===== src/ocs_pkg.sv =====
// Package for the offline converter sequencer: timing constants, states and carriers.
// Assumes a single 10 MHz clock from the internal oscillator.
package ocs_pkg;

  localparam int unsigned CLK_HZ = 10000000;
  // Nominal switching frequencies of the two variants.
  localparam int unsigned FSW_LOW_HZ = 60000;
  localparam int unsigned FSW_HIGH_HZ = 115000;
  localparam int unsigned JIT_LOW_HZ = 4000;
  localparam int unsigned JIT_HIGH_HZ = 8000;
  localparam int unsigned JIT_RATE_HZ = 250;
  // Soft-start interval in microseconds.
  localparam int unsigned SS_US = 8500;
  localparam int unsigned SS_CYC = SS_US * (CLK_HZ / 1000000);
  localparam int unsigned PER_LOW_CYC = CLK_HZ / FSW_LOW_HZ;
  localparam int unsigned PER_HIGH_CYC = CLK_HZ / FSW_HIGH_HZ;
  // Period swing in cycles for the jitter extremes.
  localparam int unsigned DEV_LOW_CYC = PER_LOW_CYC - CLK_HZ / (FSW_LOW_HZ + JIT_LOW_HZ);
  localparam int unsigned DEV_HIGH_CYC = PER_HIGH_CYC - CLK_HZ / (FSW_HIGH_HZ + JIT_HIGH_HZ);
  localparam int unsigned JIT_HALF_CYC = CLK_HZ / (2 * JIT_RATE_HZ);
  localparam int unsigned OVP_COUNT = 4;
  localparam int unsigned LIM_W = 8;
  localparam logic [LIM_W-1:0] LIM_MAX = 8'hFF;
  localparam logic [LIM_W-1:0] LIM_MIN = 8'h10;
  localparam int unsigned SS_STEP_CYC = SS_CYC / (LIM_MAX - LIM_MIN);
  localparam int unsigned CNT_W = 16;
  localparam int unsigned SYNC_W = 6;

  typedef enum logic [2:0] {
    OCS_LOCKOUT,
    OCS_CHARGE,
    OCS_RUN,
    OCS_HOLD,
    OCS_INHIBIT
  } ocs_state_t;

  // Synchronised comparator results.
  typedef struct packed {
    logic input_start;
    logic turn_on;
    logic turn_off;
    logic restart;
    logic current_trip;
    logic overvoltage;
  } ocs_comp_t;

endpackage : ocs_pkg


===== src/ocs_sync.sv =====
// Three-stage synchroniser for one comparator bit; a change counts once stages two and three agree.
// Assumes an asynchronous level input and the single system clock.
`timescale 1ns/1ps
`default_nettype none
module ocs_sync (
  input wire logic clk_i,
  input wire logic reset_n_i,
  input wire logic async_i,
  output logic level_o
);
  logic s1_r;
  logic s2_r;
  logic s3_r;

  always_ff @(posedge clk_i) begin
    if (!reset_n_i) begin
      s1_r <= 1'b0;
      s2_r <= 1'b0;
      s3_r <= 1'b0;
      level_o <= 1'b0;
    end else begin
      s1_r <= async_i;
      s2_r <= s1_r;
      s3_r <= s2_r;
      if (s2_r == s3_r) begin
        level_o <= s3_r;
      end
    end
  end
endmodule : ocs_sync
`default_nettype wire


===== src/ocs_sequencer.sv =====
// Startup, soft-start, oscillator with jitter, current-mode turn-off and overvoltage counter.
// Assumes analog comparators outside as asynchronous levels; the lockout reset is reset_n_i.
// How it works
// [RULE1] Gate held low during supply lockout.
// [RULE2] Charge generator only above input start threshold.
// [RULE3] Normal charge current, reduced after a fault.
// [RULE4] Turn-on threshold starts switching, stops charging.
// [RULE5] Soft-start ramps current limit every start.
// [RULE6] Below turn-off threshold, stop switching.
// [RULE7] Low input after stop inhibits restart.
// [RULE8] Recharge only below low restart threshold.
// [RULE9] Every fault ends in auto-restart; the code latches in inhibit instead if the input drops during hold.
// [RULE10] Oscillator at 60 or 115 kHz.
// [RULE11] Frequency jittered at 250 Hz rate.
// [RULE12] Current compared every switching cycle.
// [RULE13] Current trip ends on-time that cycle.
// [RULE14] Default limit unless adjust current present.
// [RULE15] Overvoltage sampled only during off-time.
// [RULE16] Four consecutive overvoltage cycles declare fault.
// [RULE17] Missing overvoltage cycle clears counter.
// [RULE18] Overvoltage stops switching, restarts as fault.
// [RULE19] All comparators synchronised before use.
`timescale 1ns/1ps
`default_nettype none
module ocs_sequencer (
  input wire logic clk_i,
  input wire logic reset_n_i,
  input wire logic high_variant_i,
  input wire logic input_start_i,
  input wire logic turn_on_i,
  input wire logic turn_off_i,
  input wire logic restart_i,
  input wire logic current_trip_i,
  input wire logic overvoltage_i,
  input wire logic limit_adjust_present_i,
  output logic gate_o,
  output logic charge_en_o,
  output logic charge_low_o,
  output logic [ocs_pkg::LIM_W-1:0] drain_current_limit_o,
  output logic limit_external_o,
  output logic fault_o
);
  ocs_pkg::ocs_comp_t comp;
  ocs_pkg::ocs_state_t state_r;
  logic fault_r;
  logic [ocs_pkg::CNT_W-1:0] per_cnt_r;
  logic [ocs_pkg::CNT_W-1:0] period_r;
  logic [ocs_pkg::CNT_W-1:0] jit_off_r;
  logic jit_up_r;
  logic [ocs_pkg::CNT_W-1:0] jit_cnt_r;
  logic [ocs_pkg::CNT_W-1:0] ss_cnt_r;
  logic [ocs_pkg::LIM_W-1:0] limit_r;
  logic on_r;
  logic ov_seen_r;
  logic [2:0] ov_cnt_r;
  logic ov_fault;
  logic cycle_start;
  logic lim_adj;

  // [RULE19] Comparator synchronisers.
  ocs_sync u_s0 (.clk_i(clk_i), .reset_n_i(reset_n_i), .async_i(input_start_i),
    .level_o(comp.input_start));
  ocs_sync u_s1 (.clk_i(clk_i), .reset_n_i(reset_n_i), .async_i(turn_on_i),
    .level_o(comp.turn_on));
  ocs_sync u_s2 (.clk_i(clk_i), .reset_n_i(reset_n_i), .async_i(turn_off_i),
    .level_o(comp.turn_off));
  ocs_sync u_s3 (.clk_i(clk_i), .reset_n_i(reset_n_i), .async_i(restart_i),
    .level_o(comp.restart));
  ocs_sync u_s4 (.clk_i(clk_i), .reset_n_i(reset_n_i), .async_i(current_trip_i),
    .level_o(comp.current_trip));
  ocs_sync u_s5 (.clk_i(clk_i), .reset_n_i(reset_n_i), .async_i(overvoltage_i),
    .level_o(comp.overvoltage));
  ocs_sync u_s6 (.clk_i(clk_i), .reset_n_i(reset_n_i), .async_i(limit_adjust_present_i),
    .level_o(lim_adj));

  function automatic logic [ocs_pkg::CNT_W-1:0] base_period(input logic hi);
    base_period = hi ? ocs_pkg::CNT_W'(ocs_pkg::PER_HIGH_CYC)
                     : ocs_pkg::CNT_W'(ocs_pkg::PER_LOW_CYC);
  endfunction : base_period

  function automatic logic [ocs_pkg::CNT_W-1:0] dev_period(input logic hi);
    dev_period = hi ? ocs_pkg::CNT_W'(ocs_pkg::DEV_HIGH_CYC)
                    : ocs_pkg::CNT_W'(ocs_pkg::DEV_LOW_CYC);
  endfunction : dev_period

  assign cycle_start = (per_cnt_r == '0);
  assign ov_fault = (ov_cnt_r == 3'(ocs_pkg::OVP_COUNT));

  // [RULE11] Triangle sweep of the period offset.
  always_ff @(posedge clk_i) begin
    if (!reset_n_i) begin
      jit_cnt_r <= '0;
      jit_off_r <= '0;
      jit_up_r <= 1'b1;
    end else if (jit_cnt_r == ocs_pkg::CNT_W'(ocs_pkg::JIT_HALF_CYC - 1)) begin
      jit_cnt_r <= '0;
      jit_up_r <= ~jit_up_r;
    end else begin
      jit_cnt_r <= jit_cnt_r + 1'b1;
      if (cycle_start) begin
        if (jit_up_r && jit_off_r < 2 * dev_period(high_variant_i)) begin
          jit_off_r <= jit_off_r + 1'b1;
        end else if (!jit_up_r && jit_off_r != '0) begin
          jit_off_r <= jit_off_r - 1'b1;
        end
      end
    end
  end

  // [RULE10] Period counter free-runs at the nominal rate.
  always_ff @(posedge clk_i) begin
    if (!reset_n_i) begin
      per_cnt_r <= '0;
      period_r <= ocs_pkg::CNT_W'(ocs_pkg::PER_LOW_CYC);
    end else if (per_cnt_r >= period_r - 1'b1) begin
      per_cnt_r <= '0;
      period_r <= base_period(high_variant_i) - dev_period(high_variant_i) + jit_off_r;
    end else begin
      per_cnt_r <= per_cnt_r + 1'b1;
    end
  end

  // Sequencing of lockout, charge, run, hold and inhibit.
  always_ff @(posedge clk_i) begin
    if (!reset_n_i) begin
      state_r <= ocs_pkg::OCS_LOCKOUT;
      fault_r <= 1'b0;
    end else begin
      case (state_r)
        ocs_pkg::OCS_LOCKOUT: begin
          // [RULE2] Wait for bulk voltage.
          if (comp.input_start) begin
            state_r <= ocs_pkg::OCS_CHARGE;
          end
        end
        ocs_pkg::OCS_CHARGE: begin
          // [RULE4] Start switching at turn-on threshold.
          if (comp.turn_on) begin
            state_r <= ocs_pkg::OCS_RUN;
          end else if (!comp.input_start) begin
            state_r <= ocs_pkg::OCS_LOCKOUT;
          end
        end
        ocs_pkg::OCS_RUN: begin
          // [RULE18] Overvoltage is a fault stop.
          if (ov_fault) begin
            fault_r <= 1'b1;
            state_r <= ocs_pkg::OCS_HOLD;
          end else if (comp.turn_off) begin
            // [RULE6] Supply collapse stops switching.
            // [RULE7] Low input inhibits a new start.
            state_r <= comp.input_start ? ocs_pkg::OCS_HOLD : ocs_pkg::OCS_INHIBIT;
          end else begin
            fault_r <= 1'b0;
          end
        end
        ocs_pkg::OCS_HOLD: begin
          // [RULE8] Recharge below restart threshold.
          // [RULE9] Auto-restart, unless low input first latches the inhibit.
          if (comp.restart) begin
            state_r <= ocs_pkg::OCS_CHARGE;
          end else if (!comp.input_start) begin
            state_r <= ocs_pkg::OCS_INHIBIT;
          end
        end
        ocs_pkg::OCS_INHIBIT: begin
          // A new power-up leaves the inhibit only through lockout reset.
          state_r <= ocs_pkg::OCS_INHIBIT;
        end
        default: begin
          state_r <= ocs_pkg::OCS_LOCKOUT;
        end
      endcase
    end
  end

  // [RULE5] Soft-start ramp of the limit from the minimum.
  always_ff @(posedge clk_i) begin
    if (!reset_n_i) begin
      limit_r <= ocs_pkg::LIM_MIN;
      ss_cnt_r <= '0;
    end else if (state_r != ocs_pkg::OCS_RUN) begin
      limit_r <= ocs_pkg::LIM_MIN;
      ss_cnt_r <= '0;
    end else if (limit_r != ocs_pkg::LIM_MAX) begin
      if (ss_cnt_r == ocs_pkg::CNT_W'(ocs_pkg::SS_STEP_CYC - 1)) begin
        ss_cnt_r <= '0;
        limit_r <= limit_r + 1'b1;
      end else begin
        ss_cnt_r <= ss_cnt_r + 1'b1;
      end
    end
  end

  // [RULE12] Switch on each cycle, off on trip.
  always_ff @(posedge clk_i) begin
    if (!reset_n_i) begin
      on_r <= 1'b0;
    end else if (state_r != ocs_pkg::OCS_RUN || ov_fault || comp.turn_off) begin
      on_r <= 1'b0;
    end else if (cycle_start) begin
      on_r <= 1'b1;
    end else if (comp.current_trip) begin
      // [RULE13] Trip ends the on-time.
      on_r <= 1'b0;
    end
  end

  // [RULE15] Note comparator firing during off-time only.
  always_ff @(posedge clk_i) begin
    if (!reset_n_i) begin
      ov_seen_r <= 1'b0;
      ov_cnt_r <= '0;
    end else if (state_r != ocs_pkg::OCS_RUN) begin
      ov_seen_r <= 1'b0;
      ov_cnt_r <= '0;
    end else if (cycle_start) begin
      ov_seen_r <= 1'b0;
      if (ov_seen_r) begin
        // [RULE16] Count consecutive firing cycles.
        if (!ov_fault) begin
          ov_cnt_r <= ov_cnt_r + 1'b1;
        end
      end else begin
        // [RULE17] Quiet cycle clears the count.
        ov_cnt_r <= '0;
      end
    end else if (!on_r && comp.overvoltage) begin
      ov_seen_r <= 1'b1;
    end
  end

  // Registered outputs.
  always_ff @(posedge clk_i) begin
    if (!reset_n_i) begin
      gate_o <= 1'b0;
      charge_en_o <= 1'b0;
      charge_low_o <= 1'b0;
      drain_current_limit_o <= ocs_pkg::LIM_MIN;
      limit_external_o <= 1'b0;
      fault_o <= 1'b0;
    end else begin
      // [RULE1] Gate low outside run.
      gate_o <= on_r && state_r == ocs_pkg::OCS_RUN;
      // [RULE2] Charge only in charge state with input present.
      charge_en_o <= state_r == ocs_pkg::OCS_CHARGE && comp.input_start;
      // [RULE3] Reduced current after a fault.
      charge_low_o <= fault_r;
      drain_current_limit_o <= limit_r;
      // [RULE14] External limit only with adjust current.
      limit_external_o <= lim_adj;
      fault_o <= fault_r;
    end
  end

  // [RULE1] Gate stays low outside run.
  gate_lockout_a: assert property (@(posedge clk_i) disable iff (!reset_n_i) // [RULE1]
    state_r != ocs_pkg::OCS_RUN |=> !gate_o)
    else $error("gate high outside run");

  // [RULE4] No charging while running.
  run_no_charge_a: assert property (@(posedge clk_i) disable iff (!reset_n_i) // [RULE4]
    state_r == ocs_pkg::OCS_RUN |=> !charge_en_o)
    else $error("charge active while running");

  // [RULE16] Fault after four counted cycles.
  ovp_fault_a: assert property (@(posedge clk_i) disable iff (!reset_n_i) // [RULE16]
    state_r == ocs_pkg::OCS_RUN && ov_fault |=> state_r == ocs_pkg::OCS_HOLD && fault_r)
    else $error("overvoltage not declared");

  // [RULE17] Quiet cycle clears the count.
  ovp_clear_a: assert property (@(posedge clk_i) disable iff (!reset_n_i) // [RULE17]
    state_r == ocs_pkg::OCS_RUN && cycle_start && !ov_seen_r |=> ov_cnt_r == 3'd0)
    else $error("overvoltage count not cleared");

  // [RULE15] Firing during on-time is ignored.
  ovp_offtime_a: assert property (@(posedge clk_i) disable iff (!reset_n_i) // [RULE15]
    !cycle_start && on_r && !ov_seen_r |=> !ov_seen_r)
    else $error("overvoltage sampled in on-time");

  // [RULE7] Inhibit is permanent until reset.
  inhibit_hold_a: assert property (@(posedge clk_i) disable iff (!reset_n_i) // [RULE7]
    state_r == ocs_pkg::OCS_INHIBIT |=> state_r == ocs_pkg::OCS_INHIBIT ##1 !charge_en_o)
    else $error("restart after inhibit");

  // [RULE3] Charge level follows fault flag.
  charge_level_a: assert property (@(posedge clk_i) disable iff (!reset_n_i) // [RULE3]
    fault_r |=> charge_low_o)
    else $error("reduced charge not selected");

  // [RULE5] Limit starts at minimum.
  ss_start_a: assert property (@(posedge clk_i) disable iff (!reset_n_i) // [RULE5]
    state_r != ocs_pkg::OCS_RUN |=> limit_r == ocs_pkg::LIM_MIN)
    else $error("soft-start not restarted");

  // [RULE13] Trip ends the on-time.
  trip_off_a: assert property (@(posedge clk_i) disable iff (!reset_n_i) // [RULE13]
    on_r && comp.current_trip && !cycle_start |=> !on_r)
    else $error("switch not turned off on trip");

  // [RULE2] Charging needs the bulk input.
  charge_input_a: assert property (@(posedge clk_i) disable iff (!reset_n_i) // [RULE2]
    !comp.input_start |=> !charge_en_o)
    else $error("charge without input");

  // [RULE4] Turn-on threshold starts the run.
  charge_start_a: assert property (@(posedge clk_i) disable iff (!reset_n_i) // [RULE4]
    state_r == ocs_pkg::OCS_CHARGE && comp.turn_on |=> state_r == ocs_pkg::OCS_RUN)
    else $error("run not started");

  // [RULE6] Supply collapse turns the switch off.
  supply_stop_a: assert property (@(posedge clk_i) disable iff (!reset_n_i) // [RULE6]
    state_r == ocs_pkg::OCS_RUN && comp.turn_off |=> !on_r)
    else $error("switching below turn-off");

  // [RULE8] No recharge above restart threshold.
  restart_wait_a: assert property (@(posedge clk_i) disable iff (!reset_n_i) // [RULE8]
    state_r == ocs_pkg::OCS_HOLD && !comp.restart |=> state_r != ocs_pkg::OCS_CHARGE)
    else $error("recharge above restart threshold");

  // [RULE9] Restart threshold always recharges.
  auto_restart_a: assert property (@(posedge clk_i) disable iff (!reset_n_i) // [RULE9]
    state_r == ocs_pkg::OCS_HOLD && comp.restart |=> state_r == ocs_pkg::OCS_CHARGE)
    else $error("no auto-restart");

  // [RULE5] Limit never falls during a run.
  ss_ramp_a: assert property (@(posedge clk_i) disable iff (!reset_n_i) // [RULE5]
    state_r == ocs_pkg::OCS_RUN && $past(state_r) == ocs_pkg::OCS_RUN |-> limit_r >= $past(limit_r))
    else $error("soft-start limit fell");

  // [RULE10] Period never below the jitter minimum.
  osc_period_a: assert property (@(posedge clk_i) disable iff (!reset_n_i) // [RULE10]
    cycle_start |-> period_r >= base_period(high_variant_i) - dev_period(high_variant_i))
    else $error("period too short");

  // [RULE12] Each cycle start turns the switch on.
  cycle_on_a: assert property (@(posedge clk_i) disable iff (!reset_n_i) // [RULE12]
    state_r == ocs_pkg::OCS_RUN && cycle_start && !ov_fault && !comp.turn_off |=> on_r)
    else $error("cycle start missed");

  // [RULE14] Limit selection follows the adjust current.
  ext_limit_a: assert property (@(posedge clk_i) disable iff (!reset_n_i) // [RULE14]
    lim_adj |=> limit_external_o)
    else $error("external limit not applied");

endmodule : ocs_sequencer
`default_nettype wire


===== config.mk =====
export PLATFORM = sky130hd
export DESIGN_NAME = ocs_sequencer
export DESIGN_NICKNAME = d
export VERILOG_FILES = /design/src/ocs_pkg.sv /design/src/ocs_sync.sv /design/src/ocs_sequencer.sv
export SDC_FILE = /design/constraint.sdc
export NUM_CORES = 1
export LEC_CHECK = 0
export BUFFER_PORTS_ARGS = -buffer_cell sky130_fd_sc_hd__buf_2
export CAP_MARGIN = 20
export CORE_UTILIZATION = 50
export CTS_BUF_LIST = sky130_fd_sc_hd__clkbuf_2 sky130_fd_sc_hd__clkbuf_4 sky130_fd_sc_hd__clkbuf_8
export DETAILED_ROUTE_END_ITERATION = 7
export PLACE_DENSITY = 0.78
export SYNTH_ARGS = -nofsm -noshare
export SYNTH_HDL_FRONTEND = slang
export SYNTH_SLANG_ARGS = --single-unit

===== constraint.sdc =====
create_clock -name clk_i -period 6.1 [get_ports clk_i]
set_input_delay 0.915 -clock clk_i [delete_from_list [all_inputs] [get_ports clk_i]]
set_output_delay 0.915 -clock clk_i [all_outputs]
set_load 0.01 [all_outputs]

======== Yosys cells after proc, flatten, opt, wreduce, memory -nomap -nowiden ========
Index checks and enable logic that the tools add are counted.
W data, S select, Z words.
word-level totals
  bits in registers ....................... 138
  input port bits ......................... 10
  output and inout bits ................... 13
  logic and storage cells ................. 126
cells by class
  add/sub/neg operators ................... 10
  $lt $le $gt $ge ......................... 2
  equality and inequality tests ........... 22
  mux-type cells .......................... 20
  bitwise operators ....................... 3
  reductions and logical operators ........ 24
operators by type and width
  kind                     count
  $add A16 B1 Y16 const B  4
  $mux W16                 3
  $sub A16 B1 Y16 const B  2
  $mux W3                  10
  $lt A16 B17 Y1           1
  $add A16 B16 Y16         1
  $eq A16 B15 Y1 const B   1
  $eq A16 B9 Y1 const B    1
  $ge A16 B16 Y1           1
  $logic_not A16 Y1        1
  $reduce_bool A16 Y1      1
  $pmux W3 S5              1
  $ne A3 B2 Y1 const B     4
  $sub A8 B4 Y9            1
  $add A8 B1 Y8 const B    1
  $mux W8                  1
  $ne A8 B8 Y1 const B     1
  $reduce_or A2 Y1         4
  $eq A1 B1 Y1             7
  $eq A3 B2 Y1 const B     2
  $eq A3 B3 Y1 const B     2
  $reduce_and A2 Y1        3
  $logic_and A1 B1 Y1      5
  $mux W1                  4
  other kinds (13)         19

======== Longest topological paths before layout ========
Gate-level depths: netlist of run 1.
  depth after elaboration ................. 5
  mapped depth ............................ 15
  mapped depth without buffers ............ 13

======== Cells and area by module ========
From an unflattened synthesis of run 1, not the netlist that was laid out.
second synthesis, totals
  cells, all modules ...................... 790
  area, all modules ....................... 7031.7 µm²
by module, submodules not included
  module         times used  cells each  area an instance (µm²)
  ocs_sequencer  1           720         6217.2
  ocs_sync       7           10          116.4

======== Least setup slack after synthesis of run 1 ========
No wires, ideal clock.
  path kind ............................... input port to flip-flop
  start ................................... input high_variant_i
  end ..................................... register jit_off_r[15] in the netlist's numbering
  library setup time ...................... 87 ps
  data arrival time ....................... 3628 ps
  data required time ...................... 6013 ps
  path slack .............................. 2385 ps
  stages on the path ...................... 11
  path buffers ............................ 0
  cells stage by stage .................... inv_1 -> ha_1 -> o21a_1 -> a211o_1 -> ha_1 -> a21o_1 -> o221a_2 -> a221oi_1 -> nor4bb_1 -> o21ai_0 -> o31ai_1
between the ends
  cells in the longest elaborated chain, start to end .. 5
ends and longest elaborated chain
  item                                 line                  source
  start: declaration                   ocs_sequencer.sv:28   input wire logic high_variant_i,
  $mux W4 *                            ocs_sequencer.sv:82   dev_period = hi ? ocs_pkg::CNT_W'(ocs_pkg::DEV_HIGH_CYC)
  $lt A16 B17 Y1 *                     ocs_sequencer.sv:101  if (jit_up_r && jit_off_r < 2 * dev_period(high_variant_i)) begin
  $logic_and A1 B1 Y1 *                ocs_sequencer.sv:101
  $reduce_bool A2 Y1 (no source line)  --
  $reduce_and A3 Y1 (no source line)   --
  end signal: assignment               ocs_sequencer.sv:102  jit_off_r <= jit_off_r + 1'b1;
  end signal: assignment               ocs_sequencer.sv:104  jit_off_r <= jit_off_r - 1'b1;
  end: declaration                     ocs_sequencer.sv:48   logic [ocs_pkg::CNT_W-1:0] jit_off_r;
Mark *: on every way between the ends. The rest lies on a longest branch, timed or not.
A chain may end at the register's enable or synchronous reset.

======== Final worst setup path of run 1 ========
Ends and elaborated chain as after synthesis.

==> implementation parameters, run 1 <==
Parameter                              Value

Clock network
  Buffers inserted during post-CTS setup optimization ... 0
  Clock insertion delay at the later pin of the skew report ... 0.45 ns
  # resized after CTS ... 0
  Count of clock tree sinks ... 138
  H-tree levels ... 4
  Worst-path clk slew ... 0.08 ns
  Root cell of the clock tree ... clkbuf_8
  Clock tree from TritonCTS ... yes
  Cts bufs inserted ... 17
  Number of hold-repair buffers added at the cts stage ... 0
  Clock tree buffer depth ... 2

Finish
  Post-route cell area ... 7760 um^2
  Nets ... 889
  Area growth from synthesis to layout ... 9.21%
  Proportion of layout cells with a drive suffix above 1 ... 0.0819
  Diodes inserted ... 0
  Layout Utilization ... 0.559

STA
  RSZ-0062 raised after global routing ... false
  Max Fclk ... 257 MHz
  Final critical-path setup slack ... 2.21 ns
  Number of endpoints failing setup at the final stage ... 0
  Final period util ... 0.637
  Worst max-slew margin expressed relative to the limit ... 0.522
  Clock Skew ... 0.0120 ns
  Setup_tns ... 0 ns
  Final hold violation count ... 0
  Slew Viols, Final ... 0
  Slew at the pin closest to its max-slew limit ... 0.717 ns
  Minimum period implied by the final worst setup slack ... 3.89 ns

Power and ir drop
  Total chip power ... 3.37 mW
  Cell internal power dissipation ... 2.02 mW
  Part of the power in registers ... 0.307
  Clock network fraction of total power ... 0.220
  Logic pwr share ... 0.473
  Switching share of total power ... 0.402
  Peak supply drop ... 0.622 mV
  Net Sw Power ... 1.35 mW
  PD cells ... 434 nW/um^2
  Reported leakage power ... 3.01 nW

Routing
  Ratio of routed vias to standard cells ... 5.50
  Amount of wire on met3 after detailed routing ... 374 um
  Routed wire length ... 13700 um
  Number of vias in the routed layout ... 5622
  Detailed-routing wirelength on met1 ... 6340 um
  Post-detailed-route count of antenna-violating nets ... 0
  Number of iterations in the first detailed-routing pass ... 4
  Top layer in use ... met4
  First-iteration detailed-routing DRC count ... 319
  Post-route DRC ... 0
  Total length of routed met2 wires ... 6780 um
  Average routed wire per standard cell ... 13.4 um

Synth
  Average footprint of a synthesized cell ... 8.75 um^2
  Most area-hungry cell type in the Yosys netlist ... dfxtp_1
  YS warnings ... 0
  Synth area leaders ... dfxtp_1, ha_1, xor2_1, nor2_1, xnor2_1
  Share of synthesized flip-flops with an asynchronous set or reset ... 0
  Top-area cell type share of the netlist area ... 0.389
  Count of flip-flops with a built-in enable after synthesis ... 0
  Commonest register cell after synthesis ... dfxtp_1
  Sequential share of the synthesized area ... 0.389
  Synthesis-stage register bit count ... 138
  Post-synthesis instance area ... 7100 um^2
  Gate count of the mapped netlist ... 812
  Net count after synthesis ... 870
  Number of distinct library cells after synthesis ... 67

Min path
  Class of the most critical hold timing path ... register to register

Worst setup path
  CP Class ... input pin to register
  Worst Path Max Fanout ... 19
  Worst setup slack for register-to-register paths ... 2.43 ns
  CP Data Required Time ... 6.46 ns
  Data arrival time of the worst path ... 4.25 ns
  CP Launch Type ... input pin
  Endpoint type of the worst setup path ... register

Floorplanning
  Horizontal die dimension ... 121 um
  Vertical die dimension ... 121 um
  Effective utilization at floorplan ... 0.512
  Placement Rows ... 43
  Die Outline Area ... 14700 um^2
  Placeable core region ... 13900 um^2
  Number of top-level design ports ... 23

Placement
  Count of port buffers added during placement ... 22
  Worst Setup Slack post-DPL ... 1.82 ns
  Global placer's final weighted congestion ... 0.861
  Hpwl dp ... 9640 um
  Area after DPL ... 7340 um^2

Global route
  GRT Overall Usage ... 0.198
  First-pass GRT wire length ... 23400 um
  Initial antenna violation count ... 0
  Global route overflow ... 0
  Largest net degree at the start of global routing ... 60
  Number of global-route vias before repair ... 5287

Run
  Max-cap viol count ... 0

Outcome
  Outcome ... completed
[sequential cells by signal, indices dropped and copies added, names as in the netlist, 3 cells and up]
name and count:
period_r 16, state_r 3, drain_current_limit_o 8, ov_cnt_r 3, jit_cnt_r 16, per_cnt_r 16, jit_off_r 16, ss_cnt_r 16
limit_r 8
[through the flow]
step	instances	hold slack, ns
CTS	1022	0.438
global route	1023	0.452
finish	1023	0.435
floorplan	812	0.412
global placement	991	0.414
detailed placement	991	0.419
[metal layers]
metal,up-vias,track usage
met3,16,0.0503
met1,2595,0.230
met5,-,0
li1,2936,-
met2,75,0.350
met4,0,0.0679
[cell usage after synthesis, types with 7 or more instances]
library cell    n
a211oi_1       12
a21o_1         10
a21oi_1        45
and2_1         37
and3_1         18
and4_1          7
clkbuf_1       17
dfxtp_1       138
ha_1           47
inv_1          18
mux2i_1         7
nand2_1        58
nand2b_1        7
nand3_1        32
nand4_1        16
nor2_1         90
nor3_1         23
nor4_1         10
o21ai_0        47
or3_1           8
xnor2_1        32
xor2_1         49
[layout by cell type, fill, tap and decap left out, types with 8 or more instances in the layout]
cell type,Yosys,routed
a21oi_1,45,45
nor3_1,23,23
and2_1,37,37
buf_2,2,22
nand3_1,32,32
a21o_1,10,10
or3_1,8,8
dfxtp_1,138,138
xnor2_1,32,32
xor2_1,49,49
nor2_1,90,90
o21ai_0,47,47
ha_1,47,47
clkbuf_8,0,17
nand4_1,16,16
inv_1,18,18
and3_1,18,18
a211oi_1,12,12
nand2_1,58,58
nor4_1,10,10
[worst max-delay path, stage by stage]
cell      delay, ns
buf_2          0.13
inv_1          0.08
ha_1           0.36
o21ai_0        0.24
a211o_1        0.62
ha_1           0.40
a21oi_1        0.23
o21ai_0        0.28
a221oi_1       0.44
nor4bb_1       0.33
o21ai_0        0.13
o31ai_1        0.07
[cell type report]
cell class                 count  area [um^2]
clock buffer                  17          234
multi-input combinational    631         4160
tap                          180          225
fill                        1276         6120
inverter                      18         67.6
sequential                   138         2760
clock inverter                14          161
timing repair buffer          25          153
[cells by family after synthesis]
kind of cell / Yosys count / synth area share
AO/OA/AOI/OAI: 165 / 0.150
buffers and inverters: 43 / 0.0262
multiplexers: 7 / 0.00986
adder cells (fa/ha/maj): 48 / 0.0856
AND/OR/NAND/NOR: 330 / 0.239
XOR/XNOR: 81 / 0.0999
flip-flops: 138 / 0.389
[final timing paths]
kind | endpoint | start | cells after the start
setup / recovery | jit_off_r[15] | high_variant_i | 12
hold / removal | u_s3.s2_r | u_s3.s1_r | 1
setup reg to reg | period_r[7] | period_r[2] | 11
hold reg to reg | u_s3.s2_r | u_s3.s1_r | 1
[power by group through the flow]
stage                     clock (mW)  sequential (mW)  combinational (mW)
after floorplan                    0             1.02                1.31
after global placement             0             1.05                1.55
after detailed placement           0             1.05                1.57
after CTS                      0.761             1.03                1.57
after global routing           0.798             1.04                1.79
final                          0.742             1.03                1.60
(Power assumes the default switching activity.)
==> inputs of run 2 (changes only) <==
--- a/config.mk
+++ b/config.mk
@@ -5,6 +5,7 @@
 export SDC_FILE = /design/constraint.sdc
 export NUM_CORES = 1
 export LEC_CHECK = 0
+export ABC_AREA = 1
 export BUFFER_PORTS_ARGS = -buffer_cell sky130_fd_sc_hd__buf_2
 export CAP_MARGIN = 20
 export CORE_UTILIZATION = 50
==> constraint.sdc (replaced) <==
create_clock -name clk_i -period 4.1 [get_ports clk_i]
set_input_delay 0.615 -clock clk_i [delete_from_list [all_inputs] [get_ports clk_i]]
set_output_delay 0.615 -clock clk_i [all_outputs]
set_load 0.01 [all_outputs]
==> implementation parameters, run 2 <==
Parameter                              Value

STA
  Slew at the pin closest to its max-slew limit ... 0.569 ns (-0.148 ns)
  Max Fclk ... 308 MHz
  Final period util ... 0.791
  Slew Viols, Final ... 0 (unchanged)
  Final critical-path setup slack ... 0.856 ns (-1.36 ns)
  Worst max-slew margin expressed relative to the limit ... 0.620 (+0.0981)
  Minimum period implied by the final worst setup slack ... 3.24 ns
  Number of endpoints failing setup at the final stage ... 0 (unchanged)
  Setup_tns ... 0 ns (unchanged)
  Clock Skew ... 0.0149 ns (+0.00296 ns)
  RSZ-0062 raised after global routing ... false
  Final hold violation count ... 0 (unchanged)

Worst setup path
  Worst Path Max Fanout ... 26 (+7)
  CP Data Required Time ... 4.43 ns (-2.03 ns)
  Worst setup slack for register-to-register paths ... 0.86 ns (-1.57 ns)
  Data arrival time of the worst path ... 3.57 ns (-0.68 ns)
  CP Class ... register to register
  CP Launch Type ... register
  Worst R2R Start ... period_r[3]
  Endpoint of the worst register-to-register path ... period_r[7]
  Endpoint type of the worst setup path ... register
  Count of cells along the worst register-to-register path ... 16 (+5)

Global route
  GRT Overall Usage ... 0.211 (+0.0135)
  Initial antenna violation count ... 0 (unchanged)
  Global route overflow ... 0 (unchanged)
  Largest net degree at the start of global routing ... 50 (-17%)
  Number of global-route vias before repair ... 6256 (+18%)
  First-pass GRT wire length ... 27600 um (+18%)

Synth
  Count of flip-flops with a built-in enable after synthesis ... 0 (unchanged)
  Area share of xor/xnor cells in the synthesized design ... 0.0482 (-0.0516)
  Post-synthesis instance area ... 7810 um^2 (+9.9%)
  Share of synthesized flip-flops with an asynchronous set or reset ... 0 (unchanged)
  Most area-hungry cell type in the Yosys netlist ... dfxtp_1
  YS warnings ... 0 (unchanged)
  Synth area leaders ... dfxtp_1, nand2_1, ha_1, inv_1, nor2_1
  Leading cell type by number of instances after synthesis ... nand2_1
  Sequential share of the synthesized area ... 0.354 (-0.0350)
  Average footprint of a synthesized cell ... 6.99 um^2 (-20%)
  Synthesis-stage register bit count ... 138 (unchanged)
  Mux cell area share after synthesis ... 0 (-0.00986)
  Top-area cell type share of the netlist area ... 0.354 (-0.0350)
  Commonest register cell after synthesis ... dfxtp_1
  Fraction of the mapped netlist area in adder cells ... 0.0779 (-0.00771)
  Synth Area in Simple Gates ... 0.315 (+0.0760)
  Gate count of the mapped netlist ... 1117 (+38%)
  Number of distinct library cells after synthesis ... 46 (-31%)
  Area fraction in compound gates after synthesis ... 0.109 (-0.0416)
  Main combinational cell family by area after synthesis ... simple AND/OR/NAND/NOR gates
  Commonest cells post-synth ... nand2_1, inv_1, nor2_1
  Net count after synthesis ... 1175 (+35%)

Min path
  Hold depth ... 3 (+2)
  Class of the most critical hold timing path ... input pin to register
  End of the worst hold path ... u_s6.s1_r
  Source of the worst hold timing path ... limit_adjust_present_i

Routing
  Ratio of routed vias to standard cells ... 5.18 (-5.8%)
  Number of vias in the routed layout ... 6934 (+23%)
  Average routed wire per standard cell ... 12.1 um (-9.8%)
  Post-route DRC ... 0 (unchanged)
  First-iteration detailed-routing DRC count ... 435 (+36%)
  Routed wire length ... 16200 um (+18%)
  Post-detailed-route count of antenna-violating nets ... 0 (unchanged)
  Number of iterations in the first detailed-routing pass ... 5 (+1)

Power and ir drop
  Clock network fraction of total power ... 0.194 (-0.026)
  Total chip power ... 5.73 mW (+70%)
  Switching share of total power ... 0.475 (+0.0727)
  Reported leakage power ... 3.82 nW (+27%)
  Net Sw Power ... 2.72 mW (+100%)
  Peak supply drop ... 0.472 mV (-24%)
  Logic pwr share ... 0.527 (+0.054)
  Part of the power in registers ... 0.279 (-0.028)
  PD cells ... 681 nW/um^2 (+57%)
  Cell internal power dissipation ... 3.01 mW (+49%)

Placement
  Worst Setup Slack post-DPL ... 0.633 ns (-1.19 ns)
  Global placer's final weighted congestion ... 0.929 (+7.9%)
  Count of port buffers added during placement ... 22 (unchanged)
  Hpwl dp ... 11900 um (+24%)

Finish
  Commonest cells after routing, fill and taps aside ... nand2_1, inv_1, nor2_1
  Total of fill cells in the finished design ... 1444 (+13%)
  Nets ... 1196 (+35%)
  Area growth from synthesis to layout ... 7.87%
  Most common library cell in the layout ignoring fill and taps ... nand2_1
  Proportion of layout cells with a drive suffix above 1 ... 0.0817 (-0.000182)
  Diodes inserted ... 0 (unchanged)
  Layout Utilization ... 0.554 (-0.00496)

Run
  Max-cap viol count ... 0 (unchanged)

Clock network
  Cts bufs inserted ... 17 (unchanged)
  Clock tree from TritonCTS ... yes
  Buffers inserted during post-CTS setup optimization ... 0 (unchanged)
  Clock tree buffer depth ... 2 (unchanged)
  Clock insertion delay at the later pin of the skew report ... 0.47 ns (+0.02 ns)
  # resized after CTS ... 0 (unchanged)
  Number of hold-repair buffers added at the cts stage ... 0 (unchanged)
  Count of clock tree sinks ... 138 (unchanged)
  H-tree levels ... 4 (unchanged)
  Root cell of the clock tree ... clkbuf_8
  Worst-path clk slew ... 0.09 ns (about the same)

Floorplanning
  Placeable core region ... 15200 um^2 (+9.5%)
  Die Outline Area ... 16100 um^2 (+9.7%)
  Effective utilization at floorplan ... 0.514 (+0.00177)
  Placement Rows ... 45 (+4.7%)
  Horizontal die dimension ... 127 um (+4.8%)
  Number of top-level design ports ... 23 (unchanged)
  Vertical die dimension ... 127 um (+4.8%)

Outcome
  Outcome ... completed
[run 2: cell types whose count changed after synthesis, moves of 20 or more]
cell     change
a21oi_1     +40
and2_1      -36
inv_1      +138
nand2_1    +170
nand3_1     +24
nor2_1      +65
xor2_1      -20
[run 2: kinds of logic (layout without fill, tap and decap cells)]
logic type               after synthesis  after routing
AND/OR/NAND/NOR                      549            549
AO/OA/AOI/OAI                        155            155
flip-flops                           138            138
XOR/XNOR                              43             43
adder cells (fa/ha/maj)               48             48
buffers and inverters                184            218
[run 2: power groups by stage]
stage / combinational, mW / clock [mW] / sequential, mW
finish: 3.02 / 1.11 / 1.60
global route: 3.44 / 1.19 / 1.61
CTS: 3.00 / 1.14 / 1.59
detailed placement: 2.98 / 0 / 1.62
global placement: 2.96 / 0 / 1.62
floorplan: 2.48 / 0 / 1.56
[run 2: worst max-delay path by stage]
stage                         startpoint             to  cells past startpoint
after floorplan           high_variant_i  jit_off_r[15]                     21
after global placement    high_variant_i  jit_off_r[15]                     21
after detailed placement  high_variant_i  jit_off_r[15]                     22
after CTS                    period_r[3]   period_r[12]                     16
after global routing         period_r[3]   period_r[12]                     16
final                        period_r[3]    period_r[7]                     16
[run 2: worst max-delay path, cell delays in order, from the launching register on]
cell	delay, ns
dfxtp_1	0.35
or2_0	0.22
nor2_1	0.08
nand2_1	0.11
nor2_2	0.13
nand2_1	0.10
nor2_2	0.12
nand3b_1	0.10
xnor2_1	0.14
inv_1	0.06
ha_1	0.30
a21oi_1	0.15
o21ai_0	0.11
a21oi_2	0.28
nand3_2	0.45
o21ai_0	0.28
nand3_1	0.10
[run 2: layout make-up]
| type | instances | area (um^2) | area share |
|---|---|---|---|
| clock inverters | 15 | 161 | 0.0192 |
| multi-input cells | 795 | 4300 | 0.510 |
| repair buffers | 24 | 125 | 0.0149 |
| flip-flops and latches | 138 | 2760 | 0.328 |
| inverters | 162 | 608 | 0.0722 |
| well taps | 188 | 235 | 0.0279 |
| clock buffers | 17 | 234 | 0.0278 |
[run 2: layer usage]
layer | part of all wire | track usage | up-vias
met1 | 0.48 | 0.268 | 3109
met2 | 0.46 | 0.353 | 139
met3 | 0.041 | 0.0380 | 30
met5 | 0 | 0 | -
met4 | 0.020 | 0.0882 | 0
li1 | - | - | 3656
[run 2: metrics by stage]
| step | hold slack (ns) | cell area [um^2] | instances |
|---|---|---|---|
| 3_3_place_gp | 0.393 | 8030 | 1307 |
| 4_1_cts | 0.315 | 8420 | 1339 |
| 5_1_grt | 0.323 | 8420 | 1339 |
| 3_5_place_dp | 0.396 | 8030 | 1307 |
| 2_1_floorplan | 0.390 | 7810 | 1117 |
| 6_report | 0.328 | 8420 | 1339 |
